### config.mk
export PLATFORM = sky130hd
export DESIGN_NAME = can_tx_buffer_manager
export DESIGN_NICKNAME = d
export VERILOG_FILES = /design/src/can_tx_pkg.sv /design/src/can_tx_buffer_manager.sv /design/src/can_tx_local_priority_value_pick.sv
export SDC_FILE = /design/constraint.sdc
export NUM_CORES = 1
export LEC_CHECK = 0
export BUFFER_PORTS_ARGS = -buffer_cell sky130_fd_sc_hd__buf_4
export CORE_MARGIN = 2
export CORE_UTILIZATION = 60
export DETAILED_ROUTE_END_ITERATION = 10
export PLACE_DENSITY = 0.91
export SYNTH_ARGS = -nofsm -noshare
export SYNTH_HDL_FRONTEND = slang
export SYNTH_SLANG_ARGS = --single-unit
### constraint.sdc
create_clock -name ref_clk_in -period 6.95 [get_ports ref_clk_in]
set_clock_uncertainty 0.2 [all_clocks]
set_input_delay 0.695 -clock ref_clk_in [delete_from_list [all_inputs] [get_ports ref_clk_in]]
set_output_delay 0.695 -clock ref_clk_in [all_outputs]
set_load 0.1 [all_outputs]
### src/can_tx_pkg.sv
// can_tx_pkg: constants and types of the can transmit buffer manager
// assumes a 32-bit avalon-mm master and a can protocol engine beside it
// Functional notes
// [RQ1] the abort acknowledge flags stay at reset while init request and init ack are both 1
// [RQ2] abort acknowledge flags read at any time and ignore writes
// [RQ3] bits 2:0 hold one abort acknowledge flag per buffer, 1 when its message was aborted
// [RQ4] a buffer's abort acknowledge flag clears when its empty flag is cleared
// [RQ5] software reads the abort acknowledge flag after the buffer is flagged empty
// [RQ6] there are three transmit buffers of 13 message bytes each
// [RQ7] each buffer has an 8-bit local priority byte that ranks the ready buffers
// [RQ8] each buffer has two time stamp bytes filled when its frame starts
// [RQ9] an empty flag marks a free buffer and software only picks such a buffer
// [RQ10] the selection register maps only the chosen free buffer into the shared window
// [RQ11] software fills the buffer before it clears the empty flag to queue it
// [RQ12] of several ready buffers the one with the best local priority goes first
// [RQ13] after a frame the next ready buffer is requested at once, the bus dropped only on loss
// [RQ14] an abort is honoured only before the frame starts, else the flag stays 0; the code also honours it after a started frame loses arbitration
`default_nettype none
package can_tx_pkg;
    localparam int NUM_BUF = 3;
    localparam int MSG_BYTES = 13;
    localparam int WIN_BYTES = 16;
    localparam logic [3:0] LOCAL_PRIORITY_VALUE_BYTE = 4'hd;
    localparam logic [3:0] TS_HI_BYTE = 4'he;
    localparam logic [3:0] TS_LO_BYTE = 4'hf;
    localparam logic [7:0] OFS_CTRL = 8'h00;
    localparam logic [7:0] OFS_FLAG = 8'h04;
    localparam logic [7:0] OFS_ABORT_REQ = 8'h08;
    localparam logic [7:0] OFS_ABORT_ACK = 8'h0c;
    localparam logic [7:0] OFS_SELECT = 8'h10;
    localparam logic [7:0] OFS_IRQ_STAT = 8'h14;
    localparam logic [7:0] OFS_IRQ_MASK = 8'h18;
    localparam logic [1:0] WIN_PAGE = 2'h1;
    localparam int CTRL_INIT_REQ_BIT = 0;
    localparam int CTRL_INIT_ACK_BIT = 1;
    localparam logic [2:0] TXE_RESET = 3'h7;
    localparam logic [2:0] ACK_RESET = 3'h0;
    localparam logic [2:0] MASK_RESET = 3'h0;
    localparam logic [2:0] SEL_RESET = 3'h0;

    typedef enum logic [1:0]
    {
        ST_IDLE = 2'b00,
        ST_REQ = 2'b01,
        ST_SEND = 2'b10
    } tx_state_type;

    typedef struct packed
    {
        logic [1:0] buf_idx;
        logic [MSG_BYTES-1:0][7:0] msg;
    } tx_frame_type;

    typedef struct packed
    {
        logic started;
        logic done;
        logic lost;
    } eng_status_type;

    function automatic logic [2:0] lowest_bit(input logic [2:0] v);
        return v & (~v + 3'h1);
    endfunction

    function automatic logic [1:0] oh_to_idx(input logic [2:0] oh);
        return oh[2] ? 2'h2 : (oh[1] ? 2'h1 : 2'h0);
    endfunction
endpackage
`default_nettype wire
### src/can_tx_buffer_manager.sv
// can_tx_buffer_manager: three transmit buffers, selection window, queueing
// assumes an avalon-mm master with waitrequest and a can engine that
// reports frame start, completion and lost arbitration as pulses
//
// The implementer's own choices: the Avalon-MM register port and the placing of the registers.
`default_nettype none
module can_tx_buffer_manager
    import can_tx_pkg::*;
(
    input wire logic ref_clk_in,
    input wire logic arst_n_in,
    input wire logic ce_in,
    input wire logic [7:0] avs_address_in,
    input wire logic avs_read_in,
    input wire logic avs_write_in,
    input wire logic [31:0] avs_writedata_in,
    input wire logic [3:0] avs_byteenable_in,
    output logic [31:0] avs_readdata_out,
    output logic avs_waitrequest_out,
    input wire eng_status_type eng_in,
    input wire logic [15:0] ts_in,
    output logic tx_req_out,
    output tx_frame_type tx_frame_out,
    output logic irq_out
);
    ////////////////////////////////////////////////////////////////////
    // state
    tx_state_type state_reg, state_next;
    logic [1:0] cur_reg, cur_next;
    logic [2:0] txe_reg, txe_next;
    logic [2:0] abort_reg, abort_next;
    logic [2:0] ack_reg, ack_next;
    logic [2:0] sel_reg, sel_next;
    logic init_req_reg, init_req_next;
    logic init_ack_reg, init_ack_next;
    logic [2:0] stat_reg, stat_next;
    logic [2:0] mask_reg, mask_next;
    logic irq_reg, irq_next;
    logic wait_reg, wait_next;
    logic [31:0] rdata_reg, rdata_next;
    logic tx_req_reg, tx_req_next;
    tx_frame_type frame_reg, frame_next;
    logic [7:0] mem_reg [NUM_BUF][WIN_BYTES];
    logic [7:0] mem_next [NUM_BUF][WIN_BYTES];

    logic take;
    logic commit;
    logic wr;
    logic rd_done;
    logic win_hit;
    logic [3:0] win_byte;
    logic [1:0] sel_idx;
    logic init_active;
    logic [2:0] pick_ready;
    logic [NUM_BUF-1:0][7:0] local_priority_value_vec;
    logic pick_valid;
    logic [1:0] pick_idx;
    logic [2:0] ev;
    logic [2:0] clr;
    logic [2:0] ab;
    logic [7:0] wdat;

    ////////////////////////////////////////////////////////////////////
    // bus decode
    assign take = (avs_read_in | avs_write_in) & wait_reg;
    assign commit = (avs_read_in | avs_write_in) & ~wait_reg;
    assign wr = commit & avs_write_in & avs_byteenable_in[0];
    assign rd_done = commit & avs_read_in;
    assign wdat = avs_writedata_in[7:0];
    assign win_hit = (avs_address_in[7:6] == WIN_PAGE);
    assign win_byte = avs_address_in[5:2];
    assign sel_idx = oh_to_idx(sel_reg);
    assign init_active = init_req_reg & init_ack_reg;
    assign pick_ready = ~txe_reg & ~abort_reg;

    always_comb
    begin
        for (int i = 0; i < NUM_BUF; i++)
        begin
            local_priority_value_vec[i] = mem_reg[i][LOCAL_PRIORITY_VALUE_BYTE]; // RQ7
        end
    end

    can_tx_local_priority_value_pick #(
        .N(NUM_BUF)
    ) u_pick (
        .ready_in(pick_ready),
        .local_priority_value_in(local_priority_value_vec),
        .valid_out(pick_valid),
        .idx_out(pick_idx)
    );

    ////////////////////////////////////////////////////////////////////
    // read mux and bus handshake
    always_comb
    begin
        wait_next = ~(take);
        rdata_next = rdata_reg;
        if (take)
        begin
            rdata_next = 32'h0;
            if (win_hit)
            begin
                if (sel_reg != 3'h0)
                begin
                    rdata_next[7:0] = mem_reg[sel_idx][win_byte]; // RQ10
                end
            end
            else
            begin
                unique case (avs_address_in)
                    OFS_CTRL:
                    begin
                        rdata_next[CTRL_INIT_REQ_BIT] = init_req_reg;
                        rdata_next[CTRL_INIT_ACK_BIT] = init_ack_reg;
                    end
                    OFS_FLAG: rdata_next[2:0] = txe_reg; // RQ9
                    OFS_ABORT_REQ: rdata_next[2:0] = abort_reg;
                    OFS_ABORT_ACK: rdata_next[2:0] = ack_reg; // RQ2
                    OFS_SELECT: rdata_next[2:0] = sel_reg;
                    OFS_IRQ_STAT: rdata_next[2:0] = stat_reg;
                    OFS_IRQ_MASK: rdata_next[2:0] = mask_reg;
                    default: rdata_next = 32'h0;
                endcase
            end
        end
    end

    ////////////////////////////////////////////////////////////////////
    // software writes and queue engine
    always_comb
    begin
        state_next = state_reg;
        cur_next = cur_reg;
        txe_next = txe_reg;
        abort_next = abort_reg;
        ack_next = ack_reg;
        sel_next = sel_reg;
        init_req_next = init_req_reg;
        stat_next = stat_reg;
        mask_next = mask_reg;
        tx_req_next = tx_req_reg;
        frame_next = frame_reg;
        mem_next = mem_reg;
        ev = 3'h0;
        clr = 3'h0;
        ab = 3'h0;

        // register writes; the abort ack register has no write path
        if (wr && !win_hit) // RQ2
        begin
            unique case (avs_address_in)
                OFS_CTRL: init_req_next = wdat[CTRL_INIT_REQ_BIT];
                OFS_FLAG:
                begin
                    clr = wdat[2:0] & txe_reg; // RQ11
                    txe_next = txe_reg & ~clr;
                    ack_next = ack_reg & ~clr; // RQ4
                end
                OFS_ABORT_REQ: abort_next = abort_reg | (wdat[2:0] & ~txe_reg);
                OFS_SELECT: sel_next = lowest_bit(wdat[2:0] & txe_reg); // RQ10
                OFS_IRQ_MASK: mask_next = wdat[2:0];
                default: ;
            endcase
        end
        if (wr && win_hit && sel_reg != 3'h0 && win_byte <= LOCAL_PRIORITY_VALUE_BYTE)
        begin
            mem_next[sel_idx][win_byte] = wdat; // RQ6
        end
        if (rd_done && !win_hit && avs_address_in == OFS_IRQ_STAT)
        begin
            stat_next = 3'h0;
        end

        unique case (state_reg)
            ST_IDLE:
            begin
                ab = ~txe_reg & abort_reg;
                if (init_active || init_req_reg)
                begin
                    tx_req_next = 1'b0;
                end
                else if (ab != 3'h0)
                begin
                    txe_next = txe_next | ab; // RQ14
                    ack_next = ack_next | ab; // RQ3
                    abort_next = abort_next & ~ab;
                    ev = ab;
                end
                else if (pick_valid)
                begin
                    state_next = ST_REQ; // RQ13
                    cur_next = pick_idx; // RQ12
                    tx_req_next = 1'b1;
                    frame_next.buf_idx = pick_idx;
                    for (int b = 0; b < MSG_BYTES; b++)
                    begin
                        frame_next.msg[b] = mem_reg[pick_idx][b];
                    end
                end
            end
            ST_REQ:
            begin
                if (eng_in.started)
                begin
                    state_next = ST_SEND;
                    tx_req_next = 1'b0;
                    mem_next[cur_reg][TS_HI_BYTE] = ts_in[15:8]; // RQ8
                    mem_next[cur_reg][TS_LO_BYTE] = ts_in[7:0];
                end
                else if (eng_in.lost || abort_reg[cur_reg] || init_req_reg
                         || !pick_valid || pick_idx != cur_reg)
                begin
                    state_next = ST_IDLE;
                    tx_req_next = 1'b0;
                end
            end
            ST_SEND:
            begin
                if (eng_in.done)
                begin
                    state_next = ST_IDLE;
                    txe_next[cur_reg] = 1'b1; // RQ9
                    abort_next[cur_reg] = 1'b0; // RQ14
                    ev[cur_reg] = 1'b1;
                end
                else if (eng_in.lost)
                begin
                    state_next = ST_IDLE; // RQ13
                end
            end
            default:
            begin
                state_next = ST_IDLE;
                tx_req_next = 1'b0;
            end
        endcase

        // force at the edge init mode starts, so no cycle of init shows a stale ack
        if (init_active || (init_req_next && state_next == ST_IDLE)) // RQ1
        begin
            state_next = ST_IDLE;
            tx_req_next = 1'b0;
            txe_next = TXE_RESET;
            abort_next = 3'h0;
            ack_next = ACK_RESET; // RQ1
        end
        stat_next = stat_next | ev;
    end

    assign init_ack_next = init_req_next & (state_next == ST_IDLE);
    assign irq_next = |(stat_next & mask_next);

    ////////////////////////////////////////////////////////////////////
    // registers
    always_ff @(posedge ref_clk_in or negedge arst_n_in)
    begin
        if (!arst_n_in)
        begin
            state_reg <= ST_IDLE;
            cur_reg <= 2'h0;
            txe_reg <= TXE_RESET;
            abort_reg <= 3'h0;
            ack_reg <= ACK_RESET;
            sel_reg <= SEL_RESET;
            init_req_reg <= 1'b0;
            init_ack_reg <= 1'b0;
            stat_reg <= 3'h0;
            mask_reg <= MASK_RESET;
            irq_reg <= 1'b0;
            wait_reg <= 1'b1;
            rdata_reg <= 32'h0;
            tx_req_reg <= 1'b0;
            frame_reg <= '0;
            for (int i = 0; i < NUM_BUF; i++)
            begin
                for (int b = 0; b < WIN_BYTES; b++)
                begin
                    mem_reg[i][b] <= 8'h0;
                end
            end
        end
        else if (ce_in)
        begin
            state_reg <= state_next;
            cur_reg <= cur_next;
            txe_reg <= txe_next;
            abort_reg <= abort_next;
            ack_reg <= ack_next;
            sel_reg <= sel_next;
            init_req_reg <= init_req_next;
            init_ack_reg <= init_ack_next;
            stat_reg <= stat_next;
            mask_reg <= mask_next;
            irq_reg <= irq_next;
            wait_reg <= wait_next;
            rdata_reg <= rdata_next;
            tx_req_reg <= tx_req_next;
            frame_reg <= frame_next;
            mem_reg <= mem_next;
        end
    end

    assign avs_readdata_out = rdata_reg;
    assign avs_waitrequest_out = wait_reg;
    assign tx_req_out = tx_req_reg;
    assign tx_frame_out = frame_reg;
    assign irq_out = irq_reg;

    ////////////////////////////////////////////////////////////////////
    // checks
    chk_init_ack_hold: assert property ( // RQ1
        @(posedge ref_clk_in) disable iff (!arst_n_in)
        (init_active && ce_in) |=> (ack_reg == ACK_RESET))
        else $error("abort ack not held during init");

    chk_init_ack_now: assert property ( // RQ1
        @(posedge ref_clk_in) disable iff (!arst_n_in)
        init_active |-> (ack_reg == ACK_RESET))
        else $error("abort ack not at reset while init active");

    chk_ack_readback: assert property ( // RQ2
        @(posedge ref_clk_in) disable iff (!arst_n_in)
        (take && ce_in && avs_read_in && avs_address_in == OFS_ABORT_ACK)
        |=> (avs_readdata_out == {29'h0, $past(ack_reg)}))
        else $error("abort ack read returned wrong value");

    chk_ack_rise_cause: assert property ( // RQ3
        @(posedge ref_clk_in) disable iff (!arst_n_in)
        ce_in |=> ((ack_reg & ~$past(ack_reg) & ~($past(abort_reg) & ~$past(txe_reg)))
                   == 3'h0) && ((ack_reg & ~txe_reg) == 3'h0))
        else $error("abort ack set without pending abort");

    chk_ack_clear_txe: assert property ( // RQ4
        @(posedge ref_clk_in) disable iff (!arst_n_in)
        ce_in |=> ((ack_reg & $past(txe_reg) & ~txe_reg) == 3'h0))
        else $error("abort ack survived empty flag clear");

    chk_pick_best: assert property ( // RQ12
        @(posedge ref_clk_in) disable iff (!arst_n_in)
        (ce_in && state_reg == ST_IDLE && state_next == ST_REQ)
        |=> tx_req_out && !txe_reg[cur_reg] && cur_reg == $past(pick_idx))
        else $error("queued buffer not the best ready one");

    chk_back_to_back: assert property ( // RQ13
        @(posedge ref_clk_in) disable iff (!arst_n_in)
        (ce_in && state_reg == ST_SEND && eng_in.done && !init_req_reg
         && abort_reg == 3'h0 && (pick_ready & ~(3'h1 << cur_reg)) != 3'h0)
        ##1 ce_in |=> tx_req_out)
        else $error("next frame not requested at once");

    chk_no_late_abort: assert property ( // RQ14
        @(posedge ref_clk_in) disable iff (!arst_n_in)
        (ce_in && state_reg == ST_SEND && !ack_reg[cur_reg] && !init_active)
        |=> !ack_reg[$past(cur_reg)])
        else $error("started frame flagged as aborted");

    chk_done_empty: assert property ( // RQ9
        @(posedge ref_clk_in) disable iff (!arst_n_in)
        (ce_in && state_reg == ST_SEND && eng_in.done)
        |=> txe_reg[$past(cur_reg)] && state_reg == ST_IDLE)
        else $error("finished buffer not flagged empty");
endmodule
`default_nettype wire

### src/can_tx_local_priority_value_pick.sv
// can_tx_local_priority_value_pick: picks the ready buffer with the lowest priority value
// assumes ready and priority bytes come from registers of the caller
`default_nettype none
module can_tx_local_priority_value_pick
    import can_tx_pkg::*;
#(
    parameter int N = NUM_BUF
)
(
    input wire logic [N-1:0] ready_in,
    input wire logic [N-1:0][7:0] local_priority_value_in,
    output logic valid_out,
    output logic [1:0] idx_out
);
    logic [7:0] best;

    // lower value wins, ties go to the lower index
    always_comb
    begin
        valid_out = 1'b0;
        idx_out = 2'h0;
        best = 8'hff;
        for (int i = 0; i < N; i++)
        begin
            if (ready_in[i] && (!valid_out || local_priority_value_in[i] < best)) // RQ12
            begin
                valid_out = 1'b1;
                idx_out = 2'(i);
                best = local_priority_value_in[i];
            end
        end
    end
endmodule
`default_nettype wire

==> flow_summary.ini <==
[run_status]
status = complete, no violations

[cts]
clock_latency_ps = 620
cts_sinks = 523
post-cts-setup-buffers = 0
tritoncts.num_buffers = 52
cts_tree = yes
cts_resized = 0
hold_buffers = 1
clockRootBuffer = clkbuf_16
ctsLongestPathBuffers = 3
htreeDepth = 2
clk_pin_slew_ps = 70

[setup_path]
critPathSlowestCell = or2_4
crit_path_end_kind = flop
cp_max_fo = 65
r2r_cells = 16
crit_required_ps = 7190
r2r-start = txe_reg[0]$_DFFE_PN1P_
path_delay_family = simple AND/OR/NAND/NOR gates
path_cells = or2_1 > nor2_1 > ha_1 > o211ai_1 > a21oi_1 > o211a_1 > or2_4 > o21ai_0 > ha_1 > nand4_1 > nor3b_1 > o21ai_1 > nand2_4 > buf_12 > mux2i_1 > o21ai_1
worstPathArrival_ps = 6110
crit_buf_inv = 1
ff2ff_setup_slack_ps = 1080
slowest_delay_ps = 720
cp-start-kind = flop
path_class = flop to flop
timing.rr.end = tx_frame_out[35]$_DFFE_PN0P_

[worst_hold_path]
min_to = mem_reg[133]$_DFFE_PN0P_
min_path_type = input pin to flop
worstHoldPathCells = 2
hold_path_startpoint = ts_in[5]

[global_routing]
grt.busiest_layer = met2
grt_max_degree = 149
gr-usage-met2_pct = 52.0
met3_usage_pct = 8.12
track_usage_pct = 33.1
first_global_vias = 21200
grt_first_pass_wirelength_um = 120000
grt_overflow_total = 0
antenna_found_initial = 3
gr-usage-met1_pct = 41.7

[synthesis]
synth_common_cells = 587 x nand2_1, 519 x dfrtp_1, 385 x mux2_2
synth_area_um2 = 26700
syn_area_per_cell_um2 = 10.6
yosysMostFrequentCell = nand2_1
synth_flop_cell = dfrtp_1
yosys_register_bits = 523
synth.area.top_cells = dfrtp_1 49%, mux2_2 16%, mux2i_1 8.5%
ys_warn_count = 0
syn-instance-count = 2520
synth_top_area_cell = dfrtp_1
ys_seq_area_share_pct = 49.0
synthArstFlopShare_pct = 100
yosysTopAreaCellShare_pct = 48.6
synth_edf_count = 0
synthDistinctLibCells = 83

[placed_design]
port_buffers = 157
finalWeightedCongestion = 0.930
dp_worst_setup_slack_ps = 1210
dpl_cell_area_um2 = 28000
place_inst = 3117
hpwl_um = 49000

[drt]
dr_total_vias = 20800
ant_nets = 0
firstDrtPassIters = 6
drc = 0
drtIter0Drc = 2567
viasPerCell = 6.47
drt_wl_total_um = 77100
wl_per_cell_um = 24.0

[timing]
final-hold-violation-count = 0
worst_slack_ps = 1080
post-route-period-util_pct = 84.4
setup_viol = 0
rsz0062_at_grt = no
period_needed_ps = 5870
fin_tns_setup_ps = 0
slew_viol_final = 0
worstMarginPinSlew_ps = 1200
fmax_ghz = 0.170
relSlewSlack_pct = 19.4

[layout]
nets = 2662
fillers = 3018
fin_cells = 3217
syn2layout_area_growth_pct = 11.4
post_route_cells_drive_above_1_share_pct = 26.7
fin_area_um2 = 29800

[die]
dieHeight_um = 215
start_util_pct = 60.6
io_pins = 209
rows = 77
die_w_um = 215
die_area_um2 = 46200
core_um2 = 44100

[power]
ir_drop_uv = 208
leakagePower_nw = 14.6
cellPowerDensity_nw_per_um2 = 268

[run]
maxCapViolCount = 0
[worst max-delay path by stage]
stage | endpoint | cells after the start | start | slack (ps)
finish | tx_frame_out[35]$_DFFE_PN0P_ | 16 | txe_reg[0]$_DFFE_PN1P_ | 1080
global route | tx_frame_out[86]$_DFFE_PN0P_ | 16 | txe_reg[0]$_DFFE_PN1P_ | 800
CTS | tx_frame_out[43]$_DFFE_PN0P_ | 16 | txe_reg[0]$_DFFE_PN1P_ | 1190
detailed placement | tx_frame_out[43]$_DFFE_PN0P_ | 16 | txe_reg[0]$_DFFE_PN1P_ | 1210
global placement | tx_frame_out[43]$_DFFE_PN0P_ | 16 | txe_reg[0]$_DFFE_PN1P_ | 1280
floorplan | txe_reg[2]$_DFFE_PN1P_ | 22 | txe_reg[0]$_DFFE_PN1P_ | 2100
[area by class of cell]
cell class | count | area, um2 | area share, %
flip-flops and latches | 523 | 13100 | 44.0
multi-input cells | 1817 | 12700 | 42.7
clock buffers | 70 | 1480 | 4.97
repair buffers | 177 | 1400 | 4.71
well taps | 592 | 741 | 2.49
clock inverters | 26 | 289 | 0.971
inverters | 9 | 33.8 | 0.113
diodes | 3 | 7.51 | 0.0252
[layer usage]
| metal | up-vias | share of wire, % |
|---|---|---|
| li1 | 8904 | - |
| met2 | 1337 | 46 |
| met4 | 0 | 6.5 |
| met5 | - | 0 |
| met1 | 10200 | 37 |
| met3 | 334 | 10 |
[where the power goes]
group	internal, W	switching [W]	leakage, nW
registers	0.00322	0.000138	7.17
logic	0.000508	0.00117	6.61
clock network	0.00169	0.00124	0.859
total	0.00541	0.00255	14.6
[placed cells by master (no fill, tap or decap), types with 7 or more instances in the layout]
master / Yosys / final
buf_4: 39 / 170
mux2_1: 8 / 8
nand2_1: 587 / 586
clkbuf_16: 0 / 53
nand4_1: 11 / 11
nand3_1: 19 / 19
nor3_1: 11 / 11
dfrtp_1: 519 / 517
mux4_2: 16 / 16
conb_1: 1 / 24
o21ai_0: 171 / 171
a31oi_1: 7 / 7
o21ai_1: 42 / 42
a211oi_1: 10 / 10
clkinv_2: 0 / 10
ha_1: 14 / 14
a21oi_1: 71 / 71
nor2_1: 78 / 76
inv_1: 8 / 8
clkbuf_8: 1 / 9
o211ai_1: 11 / 11
clkbuf_1: 92 / 8
mux2_2: 385 / 385
a22oi_1: 24 / 24
mux2i_1: 228 / 228
o22ai_1: 9 / 9
[worst reg2reg max path: cells and delay by family, from the launching register on]
kind	cells	cell delay (ps)
multiplexers	1	460
adder cells (fa/ha/maj)	2	660
AND/OR/NAND/NOR	6	2290
AO/OA/AOI/OAI	6	1070
flip-flops	1	670
buffers and inverters	1	350
[cells by family after synthesis]
group                      after synthesis  share of synthesized area, %
and+or+nand+nor                        754                          11.6
muxes                                  637                          26.4
DFF                                    523                          49.0
AOI/OAI and AO/OA                      388                          8.40
buffers and inverters                  203                          3.87
adders and majority gates               14                         0.655
other                                    1                        0.0140
[stage by stage]
stage                     power (W)  utilization [%]  hold slack, ps
after floorplan             0.00461                -             199
after global placement      0.00501             63.4             263
after detailed placement    0.00506             63.4             272
after CTS                   0.00794             67.4             132
after global routing        0.00819             67.5             150
final                       0.00796             67.5             150
No activity file was read; power rests on OpenSTA's default activity.
